`src/logic/spi_port_pkg.sv`:
```
package spi_port_pkg;
    // Register byte offsets
    localparam logic [7:0] ADDR_STAT = 8'h00;
    localparam logic [7:0] ADDR_CON1 = 8'h04;
    localparam logic [7:0] ADDR_CON2 = 8'h08;
    localparam logic [7:0] ADDR_BUF  = 8'h0c;
    // Status and control field positions
    localparam int B_ON   = 15;
    localparam int B_SIDL = 13;
    localparam int B_ROV  = 6;
    localparam int B_SEL  = 2;
    // Control one field positions
    localparam int B_DSCK = 12;
    localparam int B_DSDO = 11;
    localparam int B_WIDE = 10;
    localparam int B_SMP  = 9;
    localparam int B_CKE  = 8;
    localparam int B_SELECT_PIN_USE = 7;
    localparam int B_CKP  = 6;
    localparam int B_MST  = 5;
    localparam int B_SECOND_DIVIDER = 2;
    localparam int B_FIRST_DIVIDER = 0;
    // Control two field positions
    localparam int B_FRM  = 15;
    localparam int B_FSD  = 14;
    localparam int B_FPOL = 13;
    localparam int B_FE   = 1;
    localparam int B_BEN  = 0;
    // Reset values and writable masks
    localparam logic [15:0] CON1_RST   = 16'h0000;
    localparam logic [15:0] CON2_RST   = 16'h0000;
    localparam logic [15:0] CON1_WMASK = 16'h1fff;
    localparam logic [15:0] CON2_WMASK = 16'he003;
    localparam logic [2:0]  SEL_RST    = 3'h0;
    // Buffer depth and event selections
    localparam int FIFO_DEPTH = 8;
    localparam logic [2:0] SEL_TX_FULL  = 3'h7;
    localparam logic [2:0] SEL_TX_EMPTY = 3'h6;
    localparam logic [2:0] SEL_TX_DONE  = 3'h5;
    localparam logic [2:0] SEL_TX_SLOT  = 3'h4;
    localparam logic [2:0] SEL_RX_FULL  = 3'h3;
    localparam logic [2:0] SEL_RX_3Q    = 3'h2;
    localparam logic [2:0] SEL_RX_ANY   = 3'h1;
    localparam logic [2:0] SEL_RX_DRAIN = 3'h0;
    // Bus answers
    localparam logic [1:0] RESP_OKAY   = 2'h0;
    localparam logic [1:0] RESP_SLVERR = 2'h2;

    typedef enum logic [1:0] {
        ST_IDLE  = 2'b00,
        ST_PRE   = 2'b01,
        ST_SHIFT = 2'b10
    } eng_state_type;

    typedef struct packed {
        logic sck_o;
        logic sck_oe;
        logic sdo_o;
        logic sdo_oe;
        logic ss_o;
        logic ss_oe;
    } pin_out_type;
endpackage

```
`src/logic/spi_port_with_fifo.sv`:
```
`timescale 1ns/1ps
module word_fifo #(
    parameter int DEPTH = 8,
    parameter int W     = 16
) (
    input  wire logic         clk,
    input  wire logic         rst_n,
    input  wire logic         clr,
    input  wire logic [3:0]   limit,
    input  wire logic         push,
    input  wire logic [W-1:0] din,
    input  wire logic         pop,
    output logic      [W-1:0] dout,
    output logic      [3:0]   count
);
    localparam int AW = $clog2(DEPTH);
    logic [W-1:0]  mem [DEPTH];
    logic [AW-1:0] wp_reg;
    logic [AW-1:0] rp_reg;
    logic [3:0]    cnt_reg;
    logic          do_push;
    logic          do_pop;

    // Pushes beyond the active limit are dropped here
    assign do_push = push && (cnt_reg < limit);
    assign do_pop  = pop && (cnt_reg != 4'h0);
    assign dout    = mem[rp_reg];
    assign count   = cnt_reg;

    always_ff @(posedge clk or negedge rst_n) begin
        if (!rst_n) begin
            wp_reg  <= '0;
            rp_reg  <= '0;
            cnt_reg <= 4'h0;
        end else if (clr) begin
            wp_reg  <= '0;
            rp_reg  <= '0;
            cnt_reg <= 4'h0;
        end else begin
            if (do_push) wp_reg <= AW'(wp_reg + 1'b1);
            if (do_pop) rp_reg <= AW'(rp_reg + 1'b1);
            cnt_reg <= 4'(cnt_reg + {3'h0, do_push} - {3'h0, do_pop});
        end
    end

    // Storage has no reset: an empty buffer still shows whatever word sits at its read slot
    always_ff @(posedge clk) begin
        if (do_push) mem[wp_reg] <= din;
    end
endmodule // word_fifo

module spi_port_with_fifo #(
    parameter int DEPTH = spi_port_pkg::FIFO_DEPTH
) (
    input  wire logic                      CORE_CLK,
    input  wire logic                      RST_N,
    input  wire logic                      IDLE_MODE,
    input  wire logic [7:0]                AWADDR,
    input  wire logic                      AWVALID,
    output logic                           AWREADY,
    input  wire logic [31:0]               WDATA,
    input  wire logic [3:0]                WSTRB,
    input  wire logic                      WVALID,
    output logic                           WREADY,
    output logic [1:0]                     BRESP,
    output logic                           BVALID,
    input  wire logic                      BREADY,
    input  wire logic [7:0]                ARADDR,
    input  wire logic                      ARVALID,
    output logic                           ARREADY,
    output logic [31:0]                    RDATA,
    output logic [1:0]                     RRESP,
    output logic                           RVALID,
    input  wire logic                      RREADY,
    input  wire logic                      SHIFT_CLOCK_PIN_IN,
    input  wire logic                      SERIAL_IN_PIN,
    input  wire logic                      SELECT_SYNC_PIN_IN,
    output spi_port_pkg::pin_out_type      PINS,
    output logic                           EVENT_OUT
);
    import spi_port_pkg::*;

    logic [1:0]    rst_sync_reg;
    logic          rst_n;
    logic [15:0]   con1_reg;
    logic [15:0]   con2_reg;
    logic          port_on_reg;
    logic          idle_halt_reg;
    logic [2:0]    sel_reg;
    logic          rx_overflow_reg;
    logic          aw_hold_reg;
    logic          w_hold_reg;
    logic [7:0]    awaddr_reg;
    logic [15:0]   wdata_reg;
    logic [1:0]    wstrb_reg;
    logic          wr_fire;
    logic          rd_take;
    logic          rd_pop;
    logic [15:0]   bm;
    logic [1:0]    sck_sync_reg;
    logic          sck_prev_reg;
    logic [1:0]    sdi_sync_reg;
    logic [1:0]    ss_sync_reg;
    eng_state_type state_reg;
    logic [8:0]    div_cnt_reg;
    logic [5:0]    half_cnt_reg;
    logic [15:0]   sh_tx_reg;
    logic [15:0]   sh_rx_reg;
    logic          sck_act_reg;
    logic          first_reg;
    logic          frame_arm_reg;
    logic          done_reg;
    logic          run;
    logic          master;
    logic          cke;
    logic          cpol;
    logic          sample_phase;
    logic          framed;
    logic          fsd;
    logic          fifo_on;
    logic [3:0]    limit;
    logic [5:0]    nbits;
    logic [5:0]    n;
    logic          tick;
    logic          sync_seen;
    logic          selected;
    logic          load;
    logic          s_lead;
    logic          s_trail;
    logic          chg;
    logic          smpl;
    logic          done;
    logic [6:0]    pri;
    logic [3:0]    sec;
    logic [9:0]    div;
    logic [8:0]    halfp;
    logic [15:0]   tx_dout;
    logic [15:0]   rx_dout;
    logic [3:0]    tx_cnt;
    logic [3:0]    rx_cnt;
    logic          tx_full;
    logic          rx_full;
    logic [3:0]    bec_src;
    logic [2:0]    bec;
    logic [15:0]   stat_word;
    logic          ev;

    // Reset is released through two flops so all logic leaves reset together
    always_ff @(posedge CORE_CLK or negedge RST_N) begin
        if (!RST_N) rst_sync_reg <= 2'b00;
        else rst_sync_reg <= {rst_sync_reg[0], 1'b1};
    end
    assign rst_n = rst_sync_reg[1];

    // Pin inputs cross in through two flops; sck_prev only follows the second
    always_ff @(posedge CORE_CLK or negedge rst_n) begin
        if (!rst_n) begin
            sck_sync_reg <= 2'b00;
            sck_prev_reg <= 1'b0;
            sdi_sync_reg <= 2'b00;
            ss_sync_reg  <= 2'b11;
        end else begin
            sck_sync_reg <= {sck_sync_reg[0], SHIFT_CLOCK_PIN_IN};
            sck_prev_reg <= sck_sync_reg[1];
            sdi_sync_reg <= {sdi_sync_reg[0], SERIAL_IN_PIN};
            ss_sync_reg  <= {ss_sync_reg[0], SELECT_SYNC_PIN_IN};
        end
    end

    // Configuration decode
    assign run     = port_on_reg && !(idle_halt_reg && IDLE_MODE);
    assign master  = con1_reg[B_MST];
    assign cke     = con1_reg[B_CKE];
    assign cpol    = con1_reg[B_CKP];
    assign sample_phase     = con1_reg[B_SMP] && master;
    assign framed  = con2_reg[B_FRM];
    assign fsd     = con2_reg[B_FSD];
    assign fifo_on = con2_reg[B_BEN];
    assign limit   = fifo_on ? 4'(DEPTH) : 4'h1;
    assign nbits   = con1_reg[B_WIDE] ? 6'd16 : 6'd8;
    assign n       = 6'(half_cnt_reg + 1'b1);
    assign tx_full = (tx_cnt == limit);
    assign rx_full = (rx_cnt == limit);

    // Prescalers; an odd product rounds the half period down, except a product of 1 gives a half period of 1
    always_comb begin
        case (con1_reg[B_FIRST_DIVIDER +: 2])
            2'b11:   pri = 7'd1;
            2'b10:   pri = 7'd4;
            2'b01:   pri = 7'd16;
            default: pri = 7'd64;
        endcase
        sec   = 4'(4'd8 - {1'b0, con1_reg[B_SECOND_DIVIDER +: 3]});
        div   = 10'(pri * sec);
        halfp = (div[9:1] == 9'd0) ? 9'd1 : div[9:1];
    end

    assign tick = (state_reg != ST_IDLE) && run && master && (div_cnt_reg == 9'(halfp - 1'b1));
    assign sync_seen = (ss_sync_reg[1] == con2_reg[B_FPOL]);
    assign selected = framed ? frame_arm_reg
                             : (!con1_reg[B_SELECT_PIN_USE] || !ss_sync_reg[1]);
    // Slave edges: leading edge leaves idle level
    assign s_lead  = (sck_sync_reg[1] != sck_prev_reg) && (sck_sync_reg[1] != cpol);
    assign s_trail = (sck_sync_reg[1] != sck_prev_reg) && (sck_sync_reg[1] == cpol);
    // Master waits on a frame slave sync; slave loads whenever selected
    assign load = (state_reg == ST_IDLE) && run &&
                  (master ? (tx_cnt != 4'h0) && (!(framed && fsd) || sync_seen)
                          : selected);

    // Change and sample points, per half clock as master or per pin edge as slave
    always_comb begin
        chg  = 1'b0;
        smpl = 1'b0;
        done = 1'b0;
        if (state_reg == ST_SHIFT && run) begin
            if (master) begin
                if (tick) begin
                    chg  = cke ? !n[0] : (n[0] && n != 6'd1);
                    smpl = sample_phase ? (cke ? !n[0] : (n[0] && n != 6'd1))
                               : (cke ? n[0] : !n[0]);
                    done = (n == 6'({nbits, 1'b0} + {5'h0, !cke && sample_phase}));
                end
            end else begin
                chg  = cke ? s_trail : (s_lead && !first_reg);
                smpl = cke ? s_lead : s_trail;
                done = smpl && (n == nbits);
            end
        end
    end

    // Shift engine: MSB first, one bit per shift clock
    always_ff @(posedge CORE_CLK or negedge rst_n) begin
        if (!rst_n) begin
            state_reg     <= ST_IDLE;
            div_cnt_reg   <= 9'h0;
            half_cnt_reg  <= 6'h0;
            sh_tx_reg     <= 16'h0000;
            sh_rx_reg     <= 16'h0000;
            sck_act_reg   <= 1'b0;
            first_reg     <= 1'b0;
            done_reg      <= 1'b0;
        end else begin
            done_reg <= done;
            if (!port_on_reg) begin
                state_reg   <= ST_IDLE;
                sck_act_reg <= 1'b0;
            end else if (load) begin
                // An empty slave transmit side sends the word at its read slot, stale or never written
                sh_tx_reg    <= con1_reg[B_WIDE] ? tx_dout : {tx_dout[7:0], 8'h00};
                half_cnt_reg <= 6'h0;
                div_cnt_reg  <= 9'h0;
                first_reg    <= 1'b1;
                state_reg    <= (master && framed && !fsd && !con2_reg[B_FE]) ? ST_PRE
                                                                          : ST_SHIFT;
            end else if (run && state_reg != ST_IDLE) begin
                if (master) div_cnt_reg <= tick ? 9'h0 : 9'(div_cnt_reg + 1'b1);
                if (state_reg == ST_PRE) begin
                    // Sync pulse one bit time ahead of the first clock
                    if (tick) half_cnt_reg <= 6'(half_cnt_reg + 1'b1);
                    if (tick && n == 6'd2) begin
                        half_cnt_reg <= 6'h0;
                        state_reg    <= ST_SHIFT;
                    end
                end else begin
                    if (master && tick) begin
                        half_cnt_reg <= n;
                        if (n <= {nbits[4:0], 1'b0}) sck_act_reg <= !sck_act_reg;
                    end
                    if (!master && smpl) half_cnt_reg <= n;
                    if (!master && (s_lead || s_trail)) first_reg <= 1'b0;
                    if (chg) sh_tx_reg <= {sh_tx_reg[14:0], 1'b0};
                    if (smpl) sh_rx_reg <= {sh_rx_reg[14:0], sdi_sync_reg[1]};
                    if (done || (!master && !selected)) begin
                        state_reg   <= ST_IDLE;
                        sck_act_reg <= 1'b0;
                    end
                end
            end
        end
    end

    // Frame slave gate: armed by the sync pulse, cleared by word end
    always_ff @(posedge CORE_CLK or negedge rst_n) begin
        if (!rst_n) frame_arm_reg <= 1'b0;
        else if (!framed || !port_on_reg || done) frame_arm_reg <= 1'b0;
        else if (sync_seen && state_reg == ST_IDLE) frame_arm_reg <= 1'b1;
    end

    // Standard mode limits both sides to one word
    word_fifo #(.DEPTH(DEPTH), .W(16)) u_tx_fifo (
        .clk   (CORE_CLK),
        .rst_n (rst_n),
        .clr   (!port_on_reg),
        .limit (limit),
        .push  (wr_fire && awaddr_reg == ADDR_BUF && wstrb_reg[0]),
        .din   (wdata_reg),
        .pop   (load),
        .dout  (tx_dout),
        .count (tx_cnt)
    );

    word_fifo #(.DEPTH(DEPTH), .W(16)) u_rx_fifo (
        .clk   (CORE_CLK),
        .rst_n (rst_n),
        .clr   (!port_on_reg),
        .limit (limit),
        .push  (done_reg),
        .din   (con1_reg[B_WIDE] ? sh_rx_reg : {8'h00, sh_rx_reg[7:0]}),
        .pop   (rd_pop),
        .dout  (rx_dout),
        .count (rx_cnt)
    );

    // Overflow: the arriving word is dropped by the full buffer; set beats clear
    always_ff @(posedge CORE_CLK or negedge rst_n) begin
        if (!rst_n) rx_overflow_reg <= 1'b0;
        else if (done_reg && rx_full) rx_overflow_reg <= 1'b1;
        else if (wr_fire && awaddr_reg == ADDR_STAT && wstrb_reg[0] && !wdata_reg[B_ROV])
            rx_overflow_reg <= 1'b0;
    end

    // Status view
    assign bec_src = master ? tx_cnt : rx_cnt;
    assign bec = (bec_src > 4'h7) ? 3'h7 : bec_src[2:0];
    assign stat_word = {port_on_reg, 1'b0, idle_halt_reg, 2'b00, bec,
                        state_reg == ST_IDLE,
                        rx_overflow_reg,
                        rx_cnt == 4'h0,
                        sel_reg, tx_full, rx_full};

    // Write side of the bus: address and data taken in either order
    assign wr_fire = aw_hold_reg && w_hold_reg && !BVALID;
    assign bm = {{8{wstrb_reg[1]}}, {8{wstrb_reg[0]}}};
    always_ff @(posedge CORE_CLK or negedge rst_n) begin
        if (!rst_n) begin
            aw_hold_reg <= 1'b0;
            w_hold_reg  <= 1'b0;
            awaddr_reg  <= 8'h00;
            wdata_reg   <= 16'h0000;
            wstrb_reg   <= 2'b00;
            AWREADY     <= 1'b0;
            WREADY      <= 1'b0;
            BVALID      <= 1'b0;
            BRESP       <= RESP_OKAY;
        end else begin
            AWREADY <= !aw_hold_reg && !(AWVALID && AWREADY) && !wr_fire;
            WREADY  <= !w_hold_reg && !(WVALID && WREADY) && !wr_fire;
            if (AWVALID && AWREADY) begin
                aw_hold_reg <= 1'b1;
                awaddr_reg  <= AWADDR;
            end
            if (WVALID && WREADY) begin
                w_hold_reg <= 1'b1;
                wdata_reg  <= WDATA[15:0];
                wstrb_reg  <= WSTRB[1:0];
            end
            if (wr_fire) begin
                aw_hold_reg <= 1'b0;
                w_hold_reg  <= 1'b0;
                BVALID      <= 1'b1;
                BRESP       <= (awaddr_reg == ADDR_STAT || awaddr_reg == ADDR_CON1 ||
                                awaddr_reg == ADDR_CON2 || awaddr_reg == ADDR_BUF)
                               ? RESP_OKAY : RESP_SLVERR;
            end else if (BREADY) begin
                BVALID <= 1'b0;
            end
        end
    end

    // Register stores honour byte strobes
    always_ff @(posedge CORE_CLK or negedge rst_n) begin
        if (!rst_n) begin
            con1_reg      <= CON1_RST;
            con2_reg      <= CON2_RST;
            port_on_reg   <= 1'b0;
            idle_halt_reg <= 1'b0;
            sel_reg       <= SEL_RST;
        end else if (wr_fire) begin
            if (awaddr_reg == ADDR_CON1)
                con1_reg <= (con1_reg & ~(bm & CON1_WMASK)) | (wdata_reg & bm & CON1_WMASK);
            if (awaddr_reg == ADDR_CON2)
                con2_reg <= (con2_reg & ~(bm & CON2_WMASK)) | (wdata_reg & bm & CON2_WMASK);
            if (awaddr_reg == ADDR_STAT && wstrb_reg[1]) begin
                port_on_reg   <= wdata_reg[B_ON];
                idle_halt_reg <= wdata_reg[B_SIDL];
            end
            if (awaddr_reg == ADDR_STAT && wstrb_reg[0]) sel_reg <= wdata_reg[B_SEL +: 3];
        end
    end

    // Read side: one read at a time; a buffer read pops the receive side
    assign rd_take = ARVALID && ARREADY;
    assign rd_pop  = rd_take && ARADDR == ADDR_BUF;
    always_ff @(posedge CORE_CLK or negedge rst_n) begin
        if (!rst_n) begin
            ARREADY <= 1'b0;
            RVALID  <= 1'b0;
            RDATA   <= 32'h0000_0000;
            RRESP   <= RESP_OKAY;
        end else begin
            ARREADY <= !RVALID && !rd_take;
            if (rd_take) begin
                RVALID <= 1'b1;
                RRESP  <= RESP_OKAY;
                case (ARADDR)
                    ADDR_STAT: RDATA <= {16'h0000, stat_word};
                    ADDR_CON1: RDATA <= {16'h0000, con1_reg};
                    ADDR_CON2: RDATA <= {16'h0000, con2_reg};
                    ADDR_BUF:  RDATA <= {16'h0000, rx_dout};
                    default: begin
                        RDATA <= 32'h0000_0000;
                        RRESP <= RESP_SLVERR;
                    end
                endcase
            end else if (RREADY) begin
                RVALID <= 1'b0;
            end
        end
    end

    // Event selection; standard mode signals each received word
    always_comb begin
        case (sel_reg)
            SEL_TX_FULL:  ev = tx_full;
            SEL_TX_EMPTY: ev = load && master && tx_cnt == 4'h1;
            SEL_TX_DONE:  ev = done_reg && tx_cnt == 4'h0;
            SEL_TX_SLOT:  ev = load && tx_cnt != 4'h0;
            SEL_RX_FULL:  ev = rx_full;
            SEL_RX_3Q:    ev = rx_cnt >= 4'((DEPTH * 3) / 4);
            SEL_RX_ANY:   ev = rx_cnt != 4'h0;
            default:      ev = rd_pop && rx_cnt == 4'h1;
        endcase
    end

    always_ff @(posedge CORE_CLK or negedge rst_n) begin
        if (!rst_n) EVENT_OUT <= 1'b0;
        else EVENT_OUT <= port_on_reg && (fifo_on ? ev : done_reg);
    end

    // Pin drive; released pins fall back to the general port logic
    always_ff @(posedge CORE_CLK or negedge rst_n) begin
        if (!rst_n) begin
            PINS <= '0;
        end else begin
            PINS.sck_o  <= cpol ^ (master && sck_act_reg);
            PINS.sck_oe <= port_on_reg && master && !con1_reg[B_DSCK];
            PINS.sdo_o  <= sh_tx_reg[15];
            PINS.sdo_oe <= port_on_reg && !con1_reg[B_DSDO] && (master || selected);
            PINS.ss_o   <= (state_reg == ST_PRE ||
                            (con2_reg[B_FE] && state_reg == ST_SHIFT && half_cnt_reg < 6'd2))
                           ? con2_reg[B_FPOL] : !con2_reg[B_FPOL];
            PINS.ss_oe  <= port_on_reg && master && framed && !fsd;
        end
    end
endmodule // spi_port_with_fifo

```
`config.mk`:
```
export PLATFORM = sky130hd
export DESIGN_NAME = spi_port_with_fifo
export DESIGN_NICKNAME = d
export VERILOG_FILES = /design/src/logic/spi_port_pkg.sv /design/src/logic/spi_port_with_fifo.sv
export SDC_FILE = /design/constraint.sdc
export NUM_CORES = 1
export LEC_CHECK = 0
export ABC_AREA = 1
export BUFFER_PORTS_ARGS = -buffer_cell sky130_fd_sc_hd__buf_2
export CAP_MARGIN = 15
export CORE_MARGIN = 2
export CORE_UTILIZATION = 64
export DETAILED_ROUTE_END_ITERATION = 8
export HOLD_SLACK_MARGIN = 0.12
export PLACE_DENSITY_LB_ADDON = 0.15
export SLEW_MARGIN = 15
export SYNTH_ARGS = -nofsm -noshare
export SYNTH_HDL_FRONTEND = slang
export SYNTH_SLANG_ARGS = --single-unit
```
`constraint.sdc`:
```
create_clock -name CORE_CLK -period 7.36 [get_ports CORE_CLK]
set_input_delay 1.472 -clock CORE_CLK [delete_from_list [all_inputs] [get_ports CORE_CLK]]
set_output_delay 1.472 -clock CORE_CLK [all_outputs]
set_load 0.02 [all_outputs]
```
### Word level (Yosys, flattened, before mapping)

Memories as Yosys holds them, arrays and structs flattened.
Index checks and enable logic that the tools add are counted.

* register bits: 196
* bits in latches: 0
* memories kept: 2
* logic and storage cells: 344
* memory bits (read-only): 0
* RAM bits: 256
* output and inout port bits: 48

* divide/modulo/power cells: 0
* reductions and logical operators: 132
* bitwise logic cells: 10
* multiply operators: 1
* $lt $le $gt $ge: 6
* shifts and indexed selects: 0
* equal/unequal tests: 45
* add/subtract/negate cells: 13
* muxes and demuxes: 89

Memory list
* u_rx_fifo.mem: depth 8, bits a word 16, rd ports 1, clocked after Yosys merged registers in 0, wr ports 1, line spi_port_with_fifo.sv:17 `logic [W-1:0] mem [DEPTH];`
* u_tx_fifo.mem: depth 8, bits a word 16, rd ports 1, clocked after Yosys merged registers in 0, wr ports 1, line spi_port_with_fifo.sv:17

Operator list (count)
* $mux W16: 6
* $pmux W16 S4: 1
* $logic_and A1 B1 Y1: 63
* $and A16 B16 Y16: 3
* $mux W1: 45
* $mux W9: 5
* $mux W6: 7
* $eq A8 B4 Y1 const B: 4
* $mux W3: 9
* $logic_not A1 Y1: 26
* $reduce_bool A2 Y1: 11
* $pmux W7 S3: 1
* $mux W2: 9
* $eq A8 B3 Y1 const B: 2
* $logic_not A8 Y1: 2
* $mux W4: 4
* $not A13 Y16: 1
* $not A16 Y16: 1
* $or A16 B13 Y16: 1
* $or A16 B16 Y16: 1
* $add A3 B1 Y3 const B: 4
* $eq A3 B3 Y1 const B: 4
* $reduce_and A4 Y1: 3
* $reduce_bool A4 Y1: 3
* other kinds (43): 80

### Logic depth before layout (Yosys ltp)

* depth in word-level cells: 17
* gate-level depth with buffers: 34
* depth with buffers taken out: 32

### By module

From an unflattened synthesis, not the netlist that was laid out.

* cells, all modules: 1935
* area, all modules: 19491.2 um^2

Modules (own cells, without submodules)
* word_fifo: cells each 486, instances 2, area each 5830.6 um^2
* spi_port_with_fifo: cells each 963, instances 1, area each 7830.0 um^2

### Worst setup path after synthesis

No wires, ideal clock.

* path type: flip-flop to flip-flop
* from: reg with a tool-made name
* to: reg sh_rx_reg[5]
* stages on the path, launching flop included: 27
* buffers on the path: 1
* data arrival time: 4.214 ns
* clock period less this slack: 4.331 ns
* data required time: 7.243 ns
* setup slack: 3.029 ns
* cell sequence: dfrtp_1 > inv_1 > ha_1 > inv_1 > nor2_1 > ha_1 > fa_1 > ha_1 > nor2_1 > nand3_1 > nor2_1 > nand3_2 > o21bai_2 > inv_2 > ha_1 > xnor2_1 > nor2_1 > nand3_2 > nor2_2 > nand3_2 > nor2_4 > nand2_4 > o21ai_4 > nand2_4 > buf_6 > nand2_1 > nand2_1

RTL lines
* end signal: assignment: line spi_port_with_fifo.sv:272 `if (smpl) sh_rx_reg <= {sh_rx_reg[14:0], sdi_sync_reg[1]};`
* end: declaration: line spi_port_with_fifo.sv:108 `logic [15:0] sh_rx_reg;`

==> results.sh <==
export IMPL_grt_use_total_pct=29.2
export IMPL_ios=111
export IMPL_die_h_um=175
export IMPL_worstPathMaxFanout=17
export IMPL_post_cts_buffers=0
export IMPL_wl_per_cell_um=19.4
export IMPL_ir_drop_mv=0.203
export IMPL_cp_arrival_ps=5580
export IMPL_drv_cap=0
export IMPL_synth_ff_type="edfxtp_1"
export IMPL_final_cell_mix="nand2_1, edfxtp_1, nor2_1, o21ai_0, dfrtp_1"
export IMPL_leakagePower_nw=8.31
export IMPL_synth_top_cell_area_share_pct=41.2
export IMPL_fin_crit_sh_pct=70.1
export IMPL_grt_pass1_wl_mm=69.0
export IMPL_dp_cells=2151
export IMPL_synth_edff_count=256
export IMPL_hold_buffers=0
export IMPL_layoutNonFillerInstCount=2227
export IMPL_grt_use_met1_pct=42.1
export IMPL_layout_commonest_cell="nand2_1"
export IMPL_hold_path_class="reg -> reg"
export IMPL_clk_root_buffer_cell="clkbuf_16"
export IMPL_relSlewSlack_pct=26.1
export IMPL_cp_start_kind="register"
export IMPL_drc=0
export IMPL_antenna_found_initial=0
export IMPL_finalPower_mw=6.36
export IMPL_timing_setup_tns_ps=0
export IMPL_cts_resized_gates=0
export IMPL_dp_slack_ps=2250
export IMPL_crit_type="reg -> reg"
export IMPL_numPortBuffers=74
export IMPL_overflow=0
export IMPL_fp_dieW_um=175
export IMPL_p_per_area_nw_per_um2=307
export IMPL_use_met2_pct=45.6
export IMPL_avgSynthCellArea_um2=10.7
export IMPL_synth_cells=1739
export IMPL_yosysWarningCount=0
export IMPL_gp_congestion=0.884
export IMPL_timing_worst_slew_pin_value_ps=1100
export IMPL_clkTransAtPathRegs_ps=60
export IMPL_initial_core_util_pct=65.1
export IMPL_insertedDiodeCount=0
export IMPL_final_setup_worst_slack_ps=2200
export IMPL_final_hold_violation_count=0
export IMPL_antenna_left=0
export IMPL_status="finished clean"
export IMPL_grt_pass1_vias=12875
export IMPL_drt_initial_drc_count=1318
export IMPL_setup_viol=0
export IMPL_clk_latency_ps=540
export IMPL_dr_pass1_iters=6
export IMPL_grt_max_degree=69
export IMPL_ys_ff_latch=420
export IMPL_multi_input_area_um2=5970
export IMPL_wl_mm=43.2
export IMPL_max_freq_mhz=194
export IMPL_async_flop_share_pct=39.0
export IMPL_netlist_area_um2=18700
export IMPL_dp_hpwl_mm=27.8
export IMPL_cp_required_ps=7780
export IMPL_viasPerCell=5.95
export IMPL_cts_sinks=420
export IMPL_drv_slew=0
export IMPL_nets=1915
export IMPL_dieArea_um2=30600
export IMPL_top_usage_layer="met2"
export IMPL_numCtsBuffers=42
export IMPL_rows=62
export IMPL_ys_types=53
export IMPL_end_kind="register"
export IMPL_final_seq_area_um2=11800
export IMPL_top_regs="u_rx_fifo.mem x128, u_tx_fifo.mem x128"
export IMPL_yosys_top_cells_area="edfxtp_1, dfrtp_1, nand2_1"
export IMPL_grt_setup_unrepaired="false"
export IMPL_hp_start="sdi_sync_reg[0]"
export IMPL_htree_levels=2
export IMPL_clk_path_buf_depth=3
export IMPL_ys_seq_area_share_pct=63.1
export IMPL_coreArea_um2=28700
export IMPL_min_period_ps=5160
export IMPL_yosys_area_top_type="edfxtp_1"
export IMPL_finClkSkew_ps=22.0
export IMPL_drive_gt1_share_pct=11.3
export IMPL_syn2layout_area_growth_pct=10.9
export IMPL_grt_use_met3_pct=4.68
export IMPL_nFillCells=2014
export IMPL_cts_tree="built"
export IMPL_dr_total_vias=13253
==> kinds of logic (layout without fill, tap and decap cells) <==
kind of cell	count (synthesis)	count (layout)	share of synthesized area, %
xor+xnor	31	31	1.45
mux	20	20	1.07
compound gates	355	355	11.6
flops	420	420	63.1
buf+inv	250	337	5.55
simple gates	620	620	14.2
other cells	2	19	0.0402
fa+ha+maj	41	41	2.91
==> report_power, final <==
part	internal, mW	leakage [nW]	total (mW)	switching, mW
Sequential	2.83	4.41	3.11	0.279
Combinational	0.413	3.26	1.23	0.818
Clock	1.17	0.642	2.02	0.849
Total	4.42	8.31	6.36	1.95
==> Yosys cell counts (5+ instances only) <==
cell type	n
nor4_1	11
xnor2_1	11
clkinv_1	5
buf_1	6
dfrtp_1	162
edfxtp_1	256
a21oi_1	33
o211ai_1	15
xor2_1	20
inv_1	151
nand2_2	7
a221oi_1	6
mux2i_1	20
inv_2	5
nand4_1	15
nor3_1	22
a41oi_1	5
o32ai_1	12
a211oi_1	5
o221ai_1	43
o22ai_1	18
ha_1	37
nand2_1	260
nand3_2	6
o21ai_1	7
clkbuf_1	59
buf_4	20
nand3_1	71
nor2_1	213
a31oi_1	8
o21ai_0	189
==> final timing paths <==
kind,end,slack (ps),depth (start not counted)
max,sh_rx_reg[4],2200,24
min,sdi_sync_reg[1],350,0
max reg2reg,sh_rx_reg[4],2200,24
min reg2reg,sdi_sync_reg[1],350,0
max in group asynchronous,half_cnt_reg[0],5030,2
min in group asynchronous,wdata_reg[11],430,0
==> critical path: stages (launching register included) <==
cell and delay, ps:
dfrtp_1 470, inv_1 120, ha_1 220, xor2_1 340, nor2_1 110, fa_1 540
ha_1 370, nor2_1 180, nand3_1 90, nor2_1 240, nand3_2 110, o21bai_2 150
inv_2 50, ha_1 300, xnor2_1 130, nor2_1 130, nand3_2 90, nor2_2 90
nand3_2 90, nor2_4 170, nand2_4 90, o21ai_4 480, nand2_4 250, nand2_1 140
nand2_1 70
==> per-layer routing <==
| metal | up-vias | share of wire [%] | wire length, µm |
|---|---|---|---|
| met4 | 0 | 2.8 | 1220 |
| li1 | 6185 | - | - |
| met3 | 96 | 8.7 | 3740 |
| met2 | 576 | 47 | 20100 |
| met5 | - | 0 | 0 |
| met1 | 6396 | 42 | 18100 |
==> metrics by stage <==
| step | utilization [%] | cell area [µm²] | hold slack, ps |
|---|---|---|---|
| after floorplan | - | 18700 | 331 |
| after global placement | 67.6 | 19400 | 338 |
| after detailed placement | 67.6 | 19400 | 336 |
| after CTS | 72.2 | 20700 | 350 |
| after global routing | 72.2 | 20700 | 357 |
| final | 72.2 | 20700 | 346 |
==> layout make-up <==
cell class | instances | share of cell area [%]
clock buffer | 64 | 5.86
clock inverter | 12 | 0.447
inverter | 161 | 2.92
multi-input combinational | 1086 | 28.8
sequential | 420 | 56.9
tap | 384 | 2.32
timing repair buffer | 100 | 2.73
No activity file was read; power rests on OpenSTA's default activity.
